===== config.mk =====
export PLATFORM = sky130hd
export DESIGN_NAME = vsw_ctrl_status_regs
export DESIGN_NICKNAME = d
export VERILOG_FILES = /design/src/design/vsw_pkg.sv /design/src/design/vsw_ctrl_status_regs.sv /design/src/design/vsw_sync.sv
export SDC_FILE = /design/constraint.sdc
export NUM_CORES = 1
export LEC_CHECK = 0
export BUFFER_PORTS_ARGS = -buffer_cell sky130_fd_sc_hd__buf_4
export CORE_MARGIN = 1.5
export CORE_UTILIZATION = 62
export CTS_BUF_LIST = sky130_fd_sc_hd__clkbuf_2 sky130_fd_sc_hd__clkbuf_4 sky130_fd_sc_hd__clkbuf_8
export DETAILED_ROUTE_END_ITERATION = 8
export MAX_ROUTING_LAYER = met4
export PLACE_DENSITY_LB_ADDON = 0.3
export SYNTH_ARGS = -nofsm -noshare
export SYNTH_HDL_FRONTEND = slang
export SYNTH_HIERARCHICAL = 1
export SYNTH_SLANG_ARGS = --single-unit
export TNS_END_PERCENT = 1

===== constraint.sdc =====
create_clock -name ref_clk_in -period 2.4 [get_ports ref_clk_in]
set_input_delay 0.12 -clock ref_clk_in [delete_from_list [all_inputs] [get_ports ref_clk_in]]
set_output_delay 0.12 -clock ref_clk_in [all_outputs]
set_load 0.02 [all_outputs]

===== src/design/vsw_pkg.sv =====
// Shared constants for the video switch control and status register bank
package vsw_pkg;
   // ==========================================================
   // Bus addressing
   localparam logic [5:0] BUS_ADDR_HI      = 6'h16;  // 010110, last bit from select pin
   localparam logic [3:0] PTR_UPPER_ZERO   = 4'h0;

   // ==========================================================
   // Register offsets
   localparam logic [3:0] OFS_PORT_STATUS  = 4'h1;
   localparam logic [3:0] OFS_PWR_SEL_CTRL = 4'h2;
   localparam logic [3:0] OFS_LINK_CFG     = 4'h3;

   // ==========================================================
   // Field positions
   localparam int ST_PORT_LSB   = 5;
   localparam int ST_CLK_BIT    = 4;
   localparam int CT_MODE_LSB   = 6;
   localparam int CT_AUTO_BIT   = 5;
   localparam int CT_PRIO_LSB   = 3;
   localparam int CF_CLKDIS_BIT = 7;
   localparam int CF_PORT_LSB   = 5;

   // ==========================================================
   // Reset values and masks
   localparam logic [7:0] CTRL_RESET       = 8'h00;
   localparam logic [7:0] CFG_RESET        = 8'h08;
   localparam logic [7:0] CFG_WRITE_MASK   = 8'hF8;  // Low three bits reserved, read as 0
   localparam logic [7:0] STATUS_RESET     = 8'h00;

   // ==========================================================
   // Power modes
   localparam logic [1:0] MODE_NORMAL      = 2'h0;
   localparam logic [1:0] MODE_STANDBY     = 2'h1;

   // ==========================================================
   // Serial engine states
   typedef enum logic [3:0] {
      SER_IDLE,
      SER_ADDR,
      SER_PTR,
      SER_WDATA,
      SER_ACK_OUT,
      SER_RDATA,
      SER_RACK
   } vsw_ser_state_t;
endpackage


===== src/design/vsw_ctrl_status_regs.sv =====
// Control/status register bank with two-wire serial slave for a four-port video switch
// Behaviour
// - Read address byte is acknowledged by device
// - Device shifts selected register out MSB first
// - Master ack makes device send another byte
// - Status bits 6:5 give active port
// - Status bit 4 shows selected-port clock valid
// - Clock detect disabled forces status bit 4
// - Status bits 3:0 show port power senses
// - Status register read-only, tracks live conditions
// - Interrupt drops after status register read completes
// - Control bits 7:6 select power mode
// - Control bit 5 enables automatic port select
// - Control register writable and readable
// - Address 0101100 or 0101101 by select pin
// - Control bits 4:3 name the priority port
// - Config bit 7 disables clock detection
`timescale 1ns/1ps
module vsw_ctrl_status_regs
   import vsw_pkg::*;
(
   input  wire logic       ref_clk_in,
   input  wire logic       nrst_in,
   input  wire logic       scl_in,
   input  wire logic       sda_in,
   output logic            sda_out,
   output logic            sda_oe_out,
   input  wire logic       addr_sel_in,
   input  wire logic [3:0] source_power_sense_in,
   input  wire logic       link_clk_valid_in,
   output logic            irq_out,
   output logic [1:0]      power_mode_out,
   output logic            standby_out,
   output logic            deep_sleep_mode_out,
   output logic [1:0]      active_port_out,
   output logic            clk_detect_en_out
);
   // ==========================================================
   // Pin synchronisation
   logic [7:0] pins_sync;
   logic       scl_s;
   logic       sda_s;
   logic       asel_s;
   logic       clkv_s;
   logic [3:0] pwr_s;

   vsw_sync #(
      .WIDTH (8)
   ) u_sync (
      .ref_clk_in (ref_clk_in),
      .nrst_in    (nrst_in),
      .async_in   ({scl_in, sda_in, addr_sel_in, link_clk_valid_in, source_power_sense_in}),
      .sync_out   (pins_sync)
   );

   assign {scl_s, sda_s, asel_s, clkv_s, pwr_s} = pins_sync;

   // ==========================================================
   // Register read decode
   function automatic logic [7:0] reg_read(input logic [3:0] ofs,
                                           input logic [7:0] st,
                                           input logic [7:0] ct,
                                           input logic [7:0] cf);
      logic [7:0] v;
      v = 8'h00;                     // Unmapped offsets read as zero
      case (ofs)
         OFS_PORT_STATUS:  v = st;
         OFS_PWR_SEL_CTRL: v = ct;
         OFS_LINK_CFG:     v = cf;
         default:          v = 8'h00;
      endcase
      return v;
   endfunction

   // ==========================================================
   // State
   vsw_ser_state_t state;
   vsw_ser_state_t next_state;
   vsw_ser_state_t after_ack;
   vsw_ser_state_t next_after_ack;
   logic [3:0] cnt;
   logic [3:0] next_cnt;
   logic [7:0] shreg;
   logic [7:0] next_shreg;
   logic [3:0] ptr;
   logic [3:0] next_ptr;
   logic [7:0] ctrl;
   logic [7:0] next_ctrl;
   logic [7:0] cfg;
   logic [7:0] next_cfg;
   logic       drive;
   logic       next_drive;
   logic       master_ack;
   logic       next_master_ack;
   logic       st_byte;
   logic       next_st_byte;
   logic       scl_d;
   logic       sda_d;
   logic [7:0] status;
   logic [7:0] status_prev;
   logic       status_read_done;
   logic       next_irq;
   logic [1:0] sel_port;
   logic       irq;

   wire scl_rise = scl_s & ~scl_d;
   wire scl_fall = ~scl_s & scl_d;
   wire start_c  = scl_s & scl_d & sda_d & ~sda_s;
   wire stop_c   = scl_s & scl_d & ~sda_d & sda_s;

   // ==========================================================
   // Port selection, automatic or manual
   logic [1:0] prio;
   logic [1:0] low_pwr;
   always_comb begin
      prio    = ctrl[CT_PRIO_LSB +: 2];
      low_pwr = prio;                                        // Nothing powered: keep priority
      for (int i = 3; i >= 0; i--) begin
         if (pwr_s[i]) begin
            low_pwr = 2'(i);
         end
      end
      if (ctrl[CT_AUTO_BIT]) begin
         sel_port = pwr_s[prio] ? prio : low_pwr;
      end else begin
         sel_port = cfg[CF_PORT_LSB +: 2];
      end
   end

   // ==========================================================
   // Live status word, never latched
   always_comb begin
      status                     = STATUS_RESET;
      status[ST_PORT_LSB +: 2]   = sel_port;
      status[ST_CLK_BIT]         = cfg[CF_CLKDIS_BIT] | clkv_s;
      status[3:0]                = pwr_s;
   end

   // ==========================================================
   // Serial engine next state
   always_comb begin
      next_state      = state;
      next_after_ack  = after_ack;
      next_cnt        = cnt;
      next_shreg      = shreg;
      next_ptr        = ptr;
      next_ctrl       = ctrl;
      next_cfg        = cfg;
      next_drive      = drive;
      next_master_ack = master_ack;
      next_st_byte    = st_byte;
      status_read_done = 1'b0;
      if (stop_c) begin
         next_state = SER_IDLE;
         next_drive = 1'b0;
      end else if (start_c) begin
         next_state = SER_ADDR;                              // Repeated start allowed anywhere
         next_cnt   = 4'h0;
         next_drive = 1'b0;
      end else begin
         case (state)
            SER_IDLE: begin
               next_drive = 1'b0;
            end
            SER_ADDR, SER_PTR, SER_WDATA: begin
               if (scl_rise && cnt < 4'h8) begin
                  next_shreg = {shreg[6:0], sda_s};
                  next_cnt   = cnt + 4'h1;
               end else if (scl_fall && cnt == 4'h8) begin
                  next_cnt   = 4'h0;
                  next_drive = 1'b1;                          // Pull low for the ack slot
                  next_state = SER_ACK_OUT;
                  if (state == SER_ADDR) begin
                     if (shreg[7:1] == {BUS_ADDR_HI, asel_s}) begin
                        next_after_ack = shreg[0] ? SER_RDATA : SER_PTR;
                     end else begin
                        next_drive = 1'b0;                   // Not ours: stay silent
                        next_state = SER_IDLE;
                     end
                  end else if (state == SER_PTR) begin
                     next_ptr       = shreg[3:0];
                     next_after_ack = SER_WDATA;
                  end else begin
                     if (ptr == OFS_PWR_SEL_CTRL) begin
                        next_ctrl = shreg;
                     end else if (ptr == OFS_LINK_CFG) begin
                        next_cfg = shreg & CFG_WRITE_MASK;
                     end
                     next_ptr       = ptr + 4'h1;
                     next_after_ack = SER_WDATA;
                  end
               end
            end
            SER_ACK_OUT: begin
               if (scl_fall) begin
                  next_cnt = 4'h0;
                  if (after_ack == SER_RDATA) begin
                     // Load the addressed register and present its MSB
                     next_shreg   = reg_read(ptr, status, ctrl, cfg);
                     next_st_byte = (ptr == OFS_PORT_STATUS);
                     next_ptr     = ptr + 4'h1;
                     next_drive   = ~next_shreg[7];
                  end else begin
                     next_drive = 1'b0;
                  end
                  next_state = after_ack;
               end
            end
            SER_RDATA: begin
               if (scl_fall) begin
                  if (cnt == 4'h7) begin
                     next_drive = 1'b0;                      // Release for the master's ack
                     next_state = SER_RACK;
                  end else begin
                     next_shreg = {shreg[6:0], 1'b0};
                     next_drive = ~shreg[6];
                     next_cnt   = cnt + 4'h1;
                  end
               end
            end
            SER_RACK: begin
               if (scl_rise) begin
                  next_master_ack  = ~sda_s;
                  status_read_done = st_byte;
               end else if (scl_fall) begin
                  if (master_ack) begin
                     next_shreg   = reg_read(ptr, status, ctrl, cfg);
                     next_st_byte = (ptr == OFS_PORT_STATUS);
                     next_ptr     = ptr + 4'h1;
                     next_drive   = ~next_shreg[7];
                     next_cnt     = 4'h0;
                     next_state   = SER_RDATA;
                  end else begin
                     next_state = SER_IDLE;
                     next_drive = 1'b0;
                  end
               end
            end
            default: begin
               next_state = SER_IDLE;
               next_drive = 1'b0;
            end
         endcase
      end
   end

   // ==========================================================
   // Serial engine and control registers
   always_ff @(posedge ref_clk_in or negedge nrst_in) begin
      if (!nrst_in) begin
         state      <= SER_IDLE;
         after_ack  <= SER_IDLE;
         cnt        <= 4'h0;
         shreg      <= 8'h00;
         ptr        <= 4'h0;
         ctrl       <= CTRL_RESET;
         cfg        <= CFG_RESET;
         drive      <= 1'b0;
         master_ack <= 1'b0;
         st_byte    <= 1'b0;
         scl_d      <= 1'b1;
         sda_d      <= 1'b1;
      end else begin
         state      <= next_state;
         after_ack  <= next_after_ack;
         cnt        <= next_cnt;
         shreg      <= next_shreg;
         ptr        <= next_ptr;
         ctrl       <= next_ctrl;
         cfg        <= next_cfg;
         drive      <= next_drive;
         master_ack <= next_master_ack;
         st_byte    <= next_st_byte;
         scl_d      <= scl_s;
         sda_d      <= sda_s;
      end
   end

   // ==========================================================
   // Interrupt: a change in the same cycle as the read wins
   always_comb begin
      next_irq = irq;
      if (status_read_done) begin
         next_irq = 1'b0;
      end
      if (status != status_prev) begin
         next_irq = 1'b1;
      end
   end

   always_ff @(posedge ref_clk_in or negedge nrst_in) begin
      if (!nrst_in) begin
         irq         <= 1'b0;
         status_prev <= STATUS_RESET;
      end else begin
         irq         <= next_irq;
         status_prev <= status;
      end
   end

   // ==========================================================
   // Registered outputs; the pin is open drain so data low is the only drive
   always_ff @(posedge ref_clk_in or negedge nrst_in) begin
      if (!nrst_in) begin
         sda_out             <= 1'b0;
         sda_oe_out          <= 1'b0;
         irq_out             <= 1'b0;
         power_mode_out      <= MODE_NORMAL;
         standby_out         <= 1'b0;
         deep_sleep_mode_out <= 1'b0;
         active_port_out     <= 2'h0;
         clk_detect_en_out   <= 1'b1;
      end else begin
         sda_out             <= 1'b0;
         sda_oe_out          <= next_drive;
         irq_out             <= next_irq;
         power_mode_out      <= ctrl[CT_MODE_LSB +: 2];
         standby_out         <= (ctrl[CT_MODE_LSB +: 2] == MODE_STANDBY);
         deep_sleep_mode_out <= ctrl[CT_MODE_LSB + 1];                   // 10 and 11 both
         active_port_out     <= sel_port;
         clk_detect_en_out   <= ~cfg[CF_CLKDIS_BIT];
      end
   end
endmodule


===== src/design/vsw_sync.sv =====
// Two-flop synchroniser for pin inputs
`timescale 1ns/1ps
module vsw_sync #(
   parameter int WIDTH = 1
) (
   input  wire logic             ref_clk_in,
   input  wire logic             nrst_in,
   input  wire logic [WIDTH-1:0] async_in,
   output logic      [WIDTH-1:0] sync_out
);
   logic [WIDTH-1:0] meta;

   // ==========================================================
   // Synchroniser chain: first stage feeds only the second
   always_ff @(posedge ref_clk_in or negedge nrst_in) begin
      if (!nrst_in) begin
         meta     <= '0;
         sync_out <= '0;
      end else begin
         meta     <= async_in;
         sync_out <= meta;
      end
   end
endmodule


==> metrics, run 1 <==
fin nets=roughly 360; Die Height=76.32 µm; worst reg-to-reg path cell count=6; Hold WS=349.6 ps; TritonCTS clock tree=done; status=finished clean; met2 Use GR=0.3848; final wirelength=6907 µm; placed cell areas=0.003531 mm²; min-delay worst type=flip-flop to flip-flop; Async SR Flop Fraction=1.000; setup violators final=0; initial antenna violation count=0; starting density of the core=0.6485; clock slew at reported path FFs=about 70 ps; clock latency on the worst-skew pair=between 300 and 400 ps; RSZ-0062 raised after global routing=false; fmax=459.1 MHz; first-pass GRT wire length=between 10000 and 15000 µm; crit path launch=scl_d$_DFF_PN1_; EDFF count, synth=0; die area=0.005825 mm²; CP Cell Sequence=nand2b_1 > o31a_1 > o32a_2 > nor3b_4 > buf_4 > mux2_2; pin count of the biggest net entering global routing=69; iteration-0 DRC count of the detailed router=around 210; cts bufs inserted=9; WL per Instance=16.52 µm; maximum VDD drop=0.0005074 V; GRT overflow=0; clock root buffer=clkbuf_8; CTS sink cnt=68; top-count cell post-synth=dfrtp_1; delay of the slowest critical-path stage=about 570 ps; Ant. Diodes=0; share of cells above drive strength 1=0.2241; Synth Flop Type=dfrtp_1; Worst R2R End=shreg[3]$_DFFE_PN0P_; HPWL Detailed=4526 µm; Area contributors post-synth=dfrtp_1, mux2_2, nand2_1; # rows=26; DR vias=2508; Pwr Total=2.622 mW; vias in the first global route=2371; Setup TNS=0 ps; met3 usage=0.04790; Max H-tree Level=3; grt met1 use=0.3743; cell area power density=just under 700 mW/mm²; top cells by count, synth=dfrtp_1, nand2_1, o21ai_0; core area=0.005140 mm²; Area Growth Syn to Fin=14.79%; CP endpoint kind=flip-flop; Fin. Hold Viols=0; r2r startpoint=scl_d$_DFF_PN1_; clock skew=between 10 and 15 ps; CP max stage cell=dfstp_2; Final Util=0.7444; DRT Pass-1 Iters=5; Post-Syn Area=0.003333 mm²; Post-DRT Antenna Nets=0; syn nets=326; worst-path fanout max=9; Synth Warn #=6; FILL cells=392; Post-Syn Instances=311; boundary pin count=20; I/O Buffers=18; kind of critical path=flip-flop to flip-flop; Final Slew Violations=0; crit path to=shreg[3]$_DFFE_PN0P_; CP Data Required Time=2630 ps; cell area after layout=0.003826 mm²; vias per cell=6.000; most area-hungry cell type in the Yosys netlist=dfrtp_1; R2R Setup Slk=220 ps; Final Cycle Share=0.9075; top cell type's share of synthesized area=0.4805; Top Usage Layer GRT=met2; Tot GR Track Use=0.2677; Worst setup SP type=flip-flop; Worst-Margin Slew=just over 800 ps; post-layout min period=2178 ps; syn_area_per_cell=10.72 µm²; FF+latch count, synth=68; Rel. slew slack=0.4509; Placer Congestion=0.8958; Hold Path Depth=0; Longest Clk Path Bufs=2; Pleak=1.650 nW; Synth cell types=62; # DRC=0; Worst EP arrival=2410 ps; Max-Cap Viols=0; post-synthesis sequential area ratio=0.5120; Chip Width=roughly 76 µm
-- registers in the layout (all words and copies together) (netlist names) --
signal / count
state: 3
st_byte: 1
cnt: 4
deep_sleep_mode_out: 1
u_sync/meta: 8
status_prev: 5
master_ack: 1
ptr: 4
clk_detect_en_out: 1
ctrl: 8
standby_out: 1
shreg: 8
cfg: 5
sda_oe_out: 1
u_sync/sync_out: 8
sda_d: 1
irq_out: 1
active_port_out: 2
scl_d: 1
after_ack: 3
power_mode_out: 1
-- how the worst min path moves through the flow --
stage | startpoint | end | slack (ps)
after floorplan | nrst_in | active_port_out[0]$_DFF_PN0_ | -180
after global placement | source_power_sense_in[2] | u_sync/meta[2]$_DFF_PN0_ | 230
after detailed placement | sda_in | u_sync/meta[6]$_DFF_PN0_ | 230
after CTS | u_sync/meta[1]$_DFF_PN0_ | u_sync/sync_out[1]$_DFF_PN0_ | 350
after global routing | u_sync/meta[2]$_DFF_PN0_ | u_sync/sync_out[2]$_DFF_PN0_ | 360
final | u_sync/meta[1]$_DFF_PN0_ | u_sync/sync_out[1]$_DFF_PN0_ | 350
-- final cells by class --
class | count | area [µm²] | share of cell area
sequential | 68 | 1707 | 0.4460
multi-input combinational | 212 | 1489 | 0.3891
timing repair buffer | 38 | 307.8 | 0.08044
clock buffer | 11 | 145.1 | 0.03793
tap | 70 | 87.58 | 0.02289
inverter | 14 | 52.55 | 0.01373
clock inverter | 5 | 37.54 | 0.009810
-- cells by family after synthesis --
group                      share of synthesized area
AOI/OAI and AO/OA                             0.1637
xor gates and xnor gates                     0.02628
adders and majority gates                    0.01877
buffers and inverters                        0.04129
DFF                                           0.5120
muxes                                        0.08859
other                                       0.001125
and+or+nand+nor                               0.1483
-- routing by layer --
layer,part of all wire,vias to the layer above
met5,0,-
met4,0.018,0
met3,0.053,11
met2,0.47,83
met1,0.46,1226
li1,-,1188
-- worst max-delay path: cells and delay by family (launching register included) --
family | cells | cell delay, ps
mux | 1 | 330
compound gates | 2 | 580
flops | 1 | 570
simple gates | 2 | 400
buf+inv | 1 | 180
-- what timing repair did --
| action | CTS | global route |
|---|---|---|
| hold buffers | 9 | 0 |
| resized for setup | 0 | 0 |
| endpoints found under the setup margin | 0 | 1 |
| buffers inserted | 0 | 3 |
| hold endpoints to repair | 72 | 0 |
-- through the flow --
stage          std cells  worst slack [ps]
5_1_grt              418             119.1
2_1_floorplan        311             308.9
6_report             418             222.0
3_5_place_dp         390             140.3
4_1_cts              415             108.4
3_3_place_gp         390             184.4
-- placed cells by master (no fill, tap or decap), drive strengths merged, types with 2 or more instances in the layout --
cell type,n
nand4bb,2
clkbuf,11
o21a,2
o31a,2
xnor2,7
o22ai,3
nand3b,2
nor2b,7
o32ai,2
nand2b,7
ha,5
xor2,3
a211o,2
dlygate4sd3,9
dfrtp,64
a21o,2
mux2,20
nor2,13
a222oi,2
or2,5
clkinvlp,2
o211ai,6
nor3,4
nand3,8
clkinv,3
o31ai,5
dfstp,4
a22o,2
a31oi,2
o21ai,21
a22oi,4
or3,4
a21oi,10
mux2i,7
buf,29
nand2,29
o2111ai,2
inv,14
-- power by group --
group	switching (mW)	internal (mW)
clock	0.441	0.416
combinational	0.192	0.201
sequential	0.128	1.25
total	0.760	1.86
Power figures use the tool's default switching activity.
==> run 2, diff against run 1 <==
- CORE_ASPECT_RATIO: unset -> 0.5
==> metrics, run 2 (same netlist as run 1, synthesis figures left out) <==
Max H-tree Level=3 (unchanged); first-pass GRT wire length=12080 µm (was 11730 µm); core area=0.005045 mm² (was 0.005140 mm²); final wirelength=7390 µm (was 6907 µm); kind of critical path=flip-flop to flip-flop (unchanged); Longest Clk Path Bufs=2 (unchanged); most frequent cells in the layout=dfrtp_1, buf_4, nand2_1 (was dfrtp_1, nand2_1, buf_4); CTS sink cnt=68 (unchanged); vias per cell=5.995 (was 6.000); # DRC=0 (unchanged); die area=0.005852 mm² (was 0.005825 mm²); Max-Cap Viols=0 (unchanged); TritonCTS clock tree=done (unchanged); DRT Pass-1 Iters=5 (unchanged); Worst-Margin Slew=812.4 ps (was 823.6 ps); status=finished clean (unchanged); dpl ws=205.5 ps (was 140.3 ps); Clk network pwr share=0.375 (was 0.327); P_int=2.073 mW (was 1.862 mW); Post-CTS Resized=0 (unchanged); RSZ-0062 raised after global routing=false (unchanged); cell area power density=724.2 mW/mm² (was 685.2 mW/mm²); initial antenna violation count=0 (unchanged); I/O Buffers=18 (unchanged); WL per Instance=17.51 µm (was 16.52 µm); post-layout min period=2203 ps (was 2178 ps); CP Data Required Time=2640 ps (was 2630 ps); setup ws final=197.1 ps (was 222.0 ps); Post-DRT Antenna Nets=0 (unchanged); fmax=453.9 MHz (was 459.1 MHz); Final Cycle Share=0.9179 (was 0.9075); Pleak=1.692 nW (was 1.650 nW); vias in the first global route=2417 (was 2371); Final Slew Violations=0 (unchanged); share of cells above drive strength 1=0.2330 (was 0.2241); commonest non-fill, non-tap cell in the layout=dfrtp_1 (unchanged); P_sw=750.3 µW (was 759.6 µW); boundary pin count=20 (unchanged); fin nets=362 (was 358); Pwr Total=2.824 mW (was 2.622 mW); min-delay worst type=flip-flop to flip-flop (unchanged); Chip Width=106.7 µm (was 76.32 µm); HPWL Detailed=4982 µm (was 4526 µm); worst-path fanout max=8 (was 9); Fin. Hold Viols=0 (unchanged); Sw Ratio=0.2657 (was 0.2898); clock root buffer=clkbuf_8 (unchanged); Setup TNS=0 ps (unchanged); Worst EP arrival=2450 ps (was 2410 ps); iteration-0 DRC count of the detailed router=175 (was 207); clock latency on the worst-skew pair=350 ps (about the same); GRT overflow=0 (unchanged); clock skew=10.33 ps (was 12.36 ps); Sequential Power Share=0.487 (was 0.524); Rel. slew slack=0.4584 (was 0.4509); Comb power frac=0.138 (was 0.150); Worst setup SP type=flip-flop (unchanged); DR vias=2530 (was 2508); cts bufs inserted=9 (unchanged); Tot GR Track Use=0.2969 (was 0.2677); starting density of the core=0.6607 (was 0.6485); Placer Congestion=0.9358 (was 0.8958); CP endpoint kind=flip-flop (unchanged); setup violators final=0 (unchanged); clock slew at reported path FFs=70 ps (about the same); Die Height=54.85 µm (was 76.32 µm); Final Util=0.7728 (was 0.7444); # rows=18 (was 26); maximum VDD drop=0.0005949 V (was 0.0005074 V); Area Growth Syn to Fin=16.97% (was 14.79%); Ant. Diodes=0 (unchanged); Hold WS=351.5 ps (was 349.6 ps); pin count of the biggest net entering global routing=69 (unchanged)
[run 2: critical path, stage by stage (launching register included)]
cell      delay (ps)
dfstp_2          570
nand2b_1         110
o31a_1           290
o32a_2           260
nor3b_4          470
mux2_2           400
[run 2: cell type report]
class	count	area [µm²]
Multi-Input combinational cell	212	1489
Tap cell	70	87.58
Inverter	14	52.55
Clock inverter	4	72.57
Timing Repair Buffer	42	337.8
Clock buffer	12	152.6
Fill cell	339	1146
Sequential cell	68	1707
[run 2: what timing repair did]
item | CTS | global route
hold buffers | 9 | 0
endpoints found under the hold margin | 72 | 0
buffers inserted | 0 | 0
[run 2: power by group through the flow]
stage / registers, mW / logic (mW) / clock network, mW
finish: 1.38 / 0.389 / 1.06
global route: 1.39 / 0.441 / 1.12
CTS: 1.37 / 0.389 / 1.07
detailed placement: 1.39 / 0.369 / 0
global placement: 1.39 / 0.356 / 0
floorplan: 1.34 / 0.271 / 0
[run 2: path summary, 6_finish.rpt]
| path | start | end | slack [ps] | cells past startpoint |
|---|---|---|---|---|
| worst max-delay path | scl_d$_DFF_PN1_ | shreg[4]$_DFFE_PN0P_ | 200 | 5 |
| worst min-delay path | u_sync/meta[2]$_DFF_PN0_ | u_sync/sync_out[2]$_DFF_PN0_ | 350 | 0 |
| worst max register to register | scl_d$_DFF_PN1_ | shreg[4]$_DFFE_PN0P_ | 200 | 5 |
| worst min register to register | u_sync/meta[2]$_DFF_PN0_ | u_sync/sync_out[2]$_DFF_PN0_ | 350 | 0 |
| max in group asynchronous | nrst_in | state[0]$_DFFE_PN0P_ | 1470 | 2 |
| min in group asynchronous | nrst_in | u_sync/meta[2]$_DFF_PN0_ | 410 | 2 |
[run 2: metrics by stage]
stage	std cells	instance area (µm²)
floorplan	311	3333
global placement	397	3583
detailed placement	397	3583
CTS	422	3899
global route	422	3899
finish	422	3899
[run 2: layer usage]
layer / global-route usage / up-vias / share of wire
met3: 0.1048 / 9 / 0.078
li1: - / 1191 / -
met2: 0.4712 / 92 / 0.47
met1: 0.3665 / 1238 / 0.45
met5: - / - / 0
met4: 0.09111 / 0 / 0.0088
==> run 3, diff against run 2 <==
- CELL_PAD_IN_SITES_DETAIL_PLACEMENT: unset -> 1
- CELL_PAD_IN_SITES_GLOBAL_PLACEMENT: unset -> 1
- CORE_UTILIZATION: 62 -> 50
==> metrics, run 3 (same netlist as run 1, synthesis figures left out) <==
status=finished clean (unchanged); setup ws final=191.4 ps (was 197.1 ps); maximum VDD drop=0.0004563 V (was 0.0005949 V); post-layout min period=2209 ps (was 2203 ps); # DRC=0 (unchanged); pin count of the biggest net entering global routing=69 (unchanged); crit path to=shreg[1]$_DFFE_PN0P_ (was shreg[4]$_DFFE_PN0P_); Worst R2R End=shreg[1]$_DFFE_PN0P_ (was shreg[4]$_DFFE_PN0P_); I/O Buffers=18 (unchanged); fin nets=363 (was 362); WL per Instance=19.87 µm (was 17.51 µm); cell area power density=710.0 mW/mm² (was 724.2 mW/mm²); kind of critical path=flip-flop to flip-flop (unchanged); FILL cells=681 (was 339); Die Height=60.74 µm (was 54.85 µm); Hold WS=350.8 ps (was 351.5 ps); clock root buffer=clkbuf_8 (unchanged); core area=0.006256 mm² (was 0.005045 mm²); setup violators final=0 (unchanged); delay of the slowest critical-path stage=570 ps (about the same); cts bufs inserted=9 (unchanged); Ant. Diodes=0 (unchanged); # rows=20 (was 18); Max H-tree Level=3 (unchanged); placed cells=416 (was 397); Worst setup SP type=flip-flop (unchanged); clock slew at reported path FFs=70 ps (about the same); final wirelength=8764 µm (was 7390 µm); TritonCTS clock tree=done (unchanged); min-delay worst type=flip-flop to flip-flop (unchanged); Chip Width=118.5 µm (was 106.7 µm); Rel. slew slack=0.4355 (was 0.4584); Pleak=1.689 nW (was 1.692 nW); share of cells above drive strength 1=0.2351 (was 0.2330); Placer Congestion=0.8924 (was 0.9358); CP max stage cell=dfstp_2 (unchanged); HPWL Detailed=5988 µm (was 4982 µm); Fin. Hold Viols=0 (unchanged); R2R Setup Slk=190 ps (was 200 ps); DR vias=2575 (was 2530); worst reg-to-reg path cell count=6 (was 5); RSZ-0062 raised after global routing=false (unchanged); clock skew=11.55 ps (was 10.33 ps); Post-CTS Resized=0 (unchanged); DRT Pass-1 Iters=5 (unchanged); Worst EP arrival=2460 ps (was 2450 ps); Final Cycle Share=0.9202 (was 0.9179); commonest non-fill, non-tap cell in the layout=dfrtp_1 (unchanged); final cell count without fillers=441 (was 422); Seq. cell area=0.001707 mm² (unchanged); boundary pin count=20 (unchanged); CP Data Required Time=2650 ps (was 2640 ps); Setup TNS=0 ps (unchanged); initial antenna violation count=0 (unchanged); fmax=452.8 MHz (was 453.9 MHz); crit path launch=scl_d$_DFF_PN1_ (unchanged); first-pass GRT wire length=14580 µm (was 12080 µm); GRT overflow=0 (unchanged); vias per cell=5.839 (was 5.995); iteration-0 DRC count of the detailed router=113 (was 175); Tot GR Track Use=0.2835 (was 0.2969); Max-Cap Viols=0 (unchanged); Longest Clk Path Bufs=2 (unchanged); worst-path fanout max=9 (was 8); CTS sink cnt=68 (unchanged); CP endpoint kind=flip-flop (unchanged); CP Cell Sequence=nand2b_1 > o31a_1 > o32a_2 > nor3b_4 > buf_4 > mux2_2 (was nand2b_1 > o31a_1 > o32a_2 > nor3b_4 > mux2_2); die area=0.007195 mm² (was 0.005852 mm²); Area Growth Syn to Fin=17.27% (was 16.97%); Final Slew Violations=0 (unchanged); dpl ws=227.2 ps (was 205.5 ps); Pwr Total=2.775 mW (was 2.824 mW); r2r startpoint=scl_d$_DFF_PN1_ (unchanged); clock latency on the worst-skew pair=360 ps (was 350 ps); Worst-Margin Slew=846.7 ps (was 812.4 ps); Post-DRT Antenna Nets=0 (unchanged); most frequent cells in the layout=dfrtp_1, buf_4, nand2_1 (unchanged); footprint of the multi-input gates=0.001489 mm² (unchanged); vias in the first global route=2746 (was 2417); starting density of the core=0.5328 (was 0.6607)
-- run 3: through the flow --
stage / utilization / cell area (µm²)
floorplan: - / 3333
finish: 0.6248 / 3909
detailed placement: 0.5776 / 3613
global route: 0.6248 / 3909
CTS: 0.6248 / 3909
global placement: 0.5776 / 3613
-- run 3: timing repair --
| action | CTS | global route |
|---|---|---|
| hold buffers | 9 | 0 |
| endpoints found under the hold margin | 72 | 0 |
| buffers inserted | 0 | 0 |
-- run 3: area by class of cell --
type | instances | share of cell area
clock inverters | 5 | 0.01536
multi-input cells | 212 | 0.3809
inverters | 14 | 0.01344
well taps | 88 | 0.02817
clock buffers | 11 | 0.03713
repair buffers | 43 | 0.08835
flip-flops and latches | 68 | 0.4366
-- run 3: routing by layer --
layer	vias up	part of all wire	track usage	wire, µm
met1	1321	0.46	0.3375	4072
met4	0	0.0091	0.08090	80
met3	11	0.041	0.08271	363
met5	-	0	-	0
met2	49	0.48	0.4842	4247
li1	1194	-	-	-
-- run 3: worst min-delay path by stage --
| stage | start | endpoint | depth (start not counted) |
|---|---|---|---|
| after floorplan | nrst_in | active_port_out[0]$_DFF_PN0_ | 0 |
| after global placement | link_clk_valid_in | u_sync/meta[4]$_DFF_PN0_ | 1 |
| after detailed placement | link_clk_valid_in | u_sync/meta[4]$_DFF_PN0_ | 1 |
| after CTS | u_sync/meta[2]$_DFF_PN0_ | u_sync/sync_out[2]$_DFF_PN0_ | 0 |
| after global routing | u_sync/meta[0]$_DFF_PN0_ | u_sync/sync_out[0]$_DFF_PN0_ | 0 |
| final | u_sync/meta[2]$_DFF_PN0_ | u_sync/sync_out[2]$_DFF_PN0_ | 0 |
-- run 3: worst max-delay path: cells and delay by family (launching register included) --
kind                   cells  cell delay, ps
buffers and inverters      1             200
AND/OR/NAND/NOR            2             390
AO/OA/AOI/OAI              2             590
flip-flops                 1             570
multiplexers               1             350
-- run 3: power breakdown --
group | leakage [nW] | internal, mW | switching [mW]
Sequential | 0.863 | 1.25 | 0.137
Clock | 0.103 | 0.523 | 0.454
Combinational | 0.723 | 0.198 | 0.218
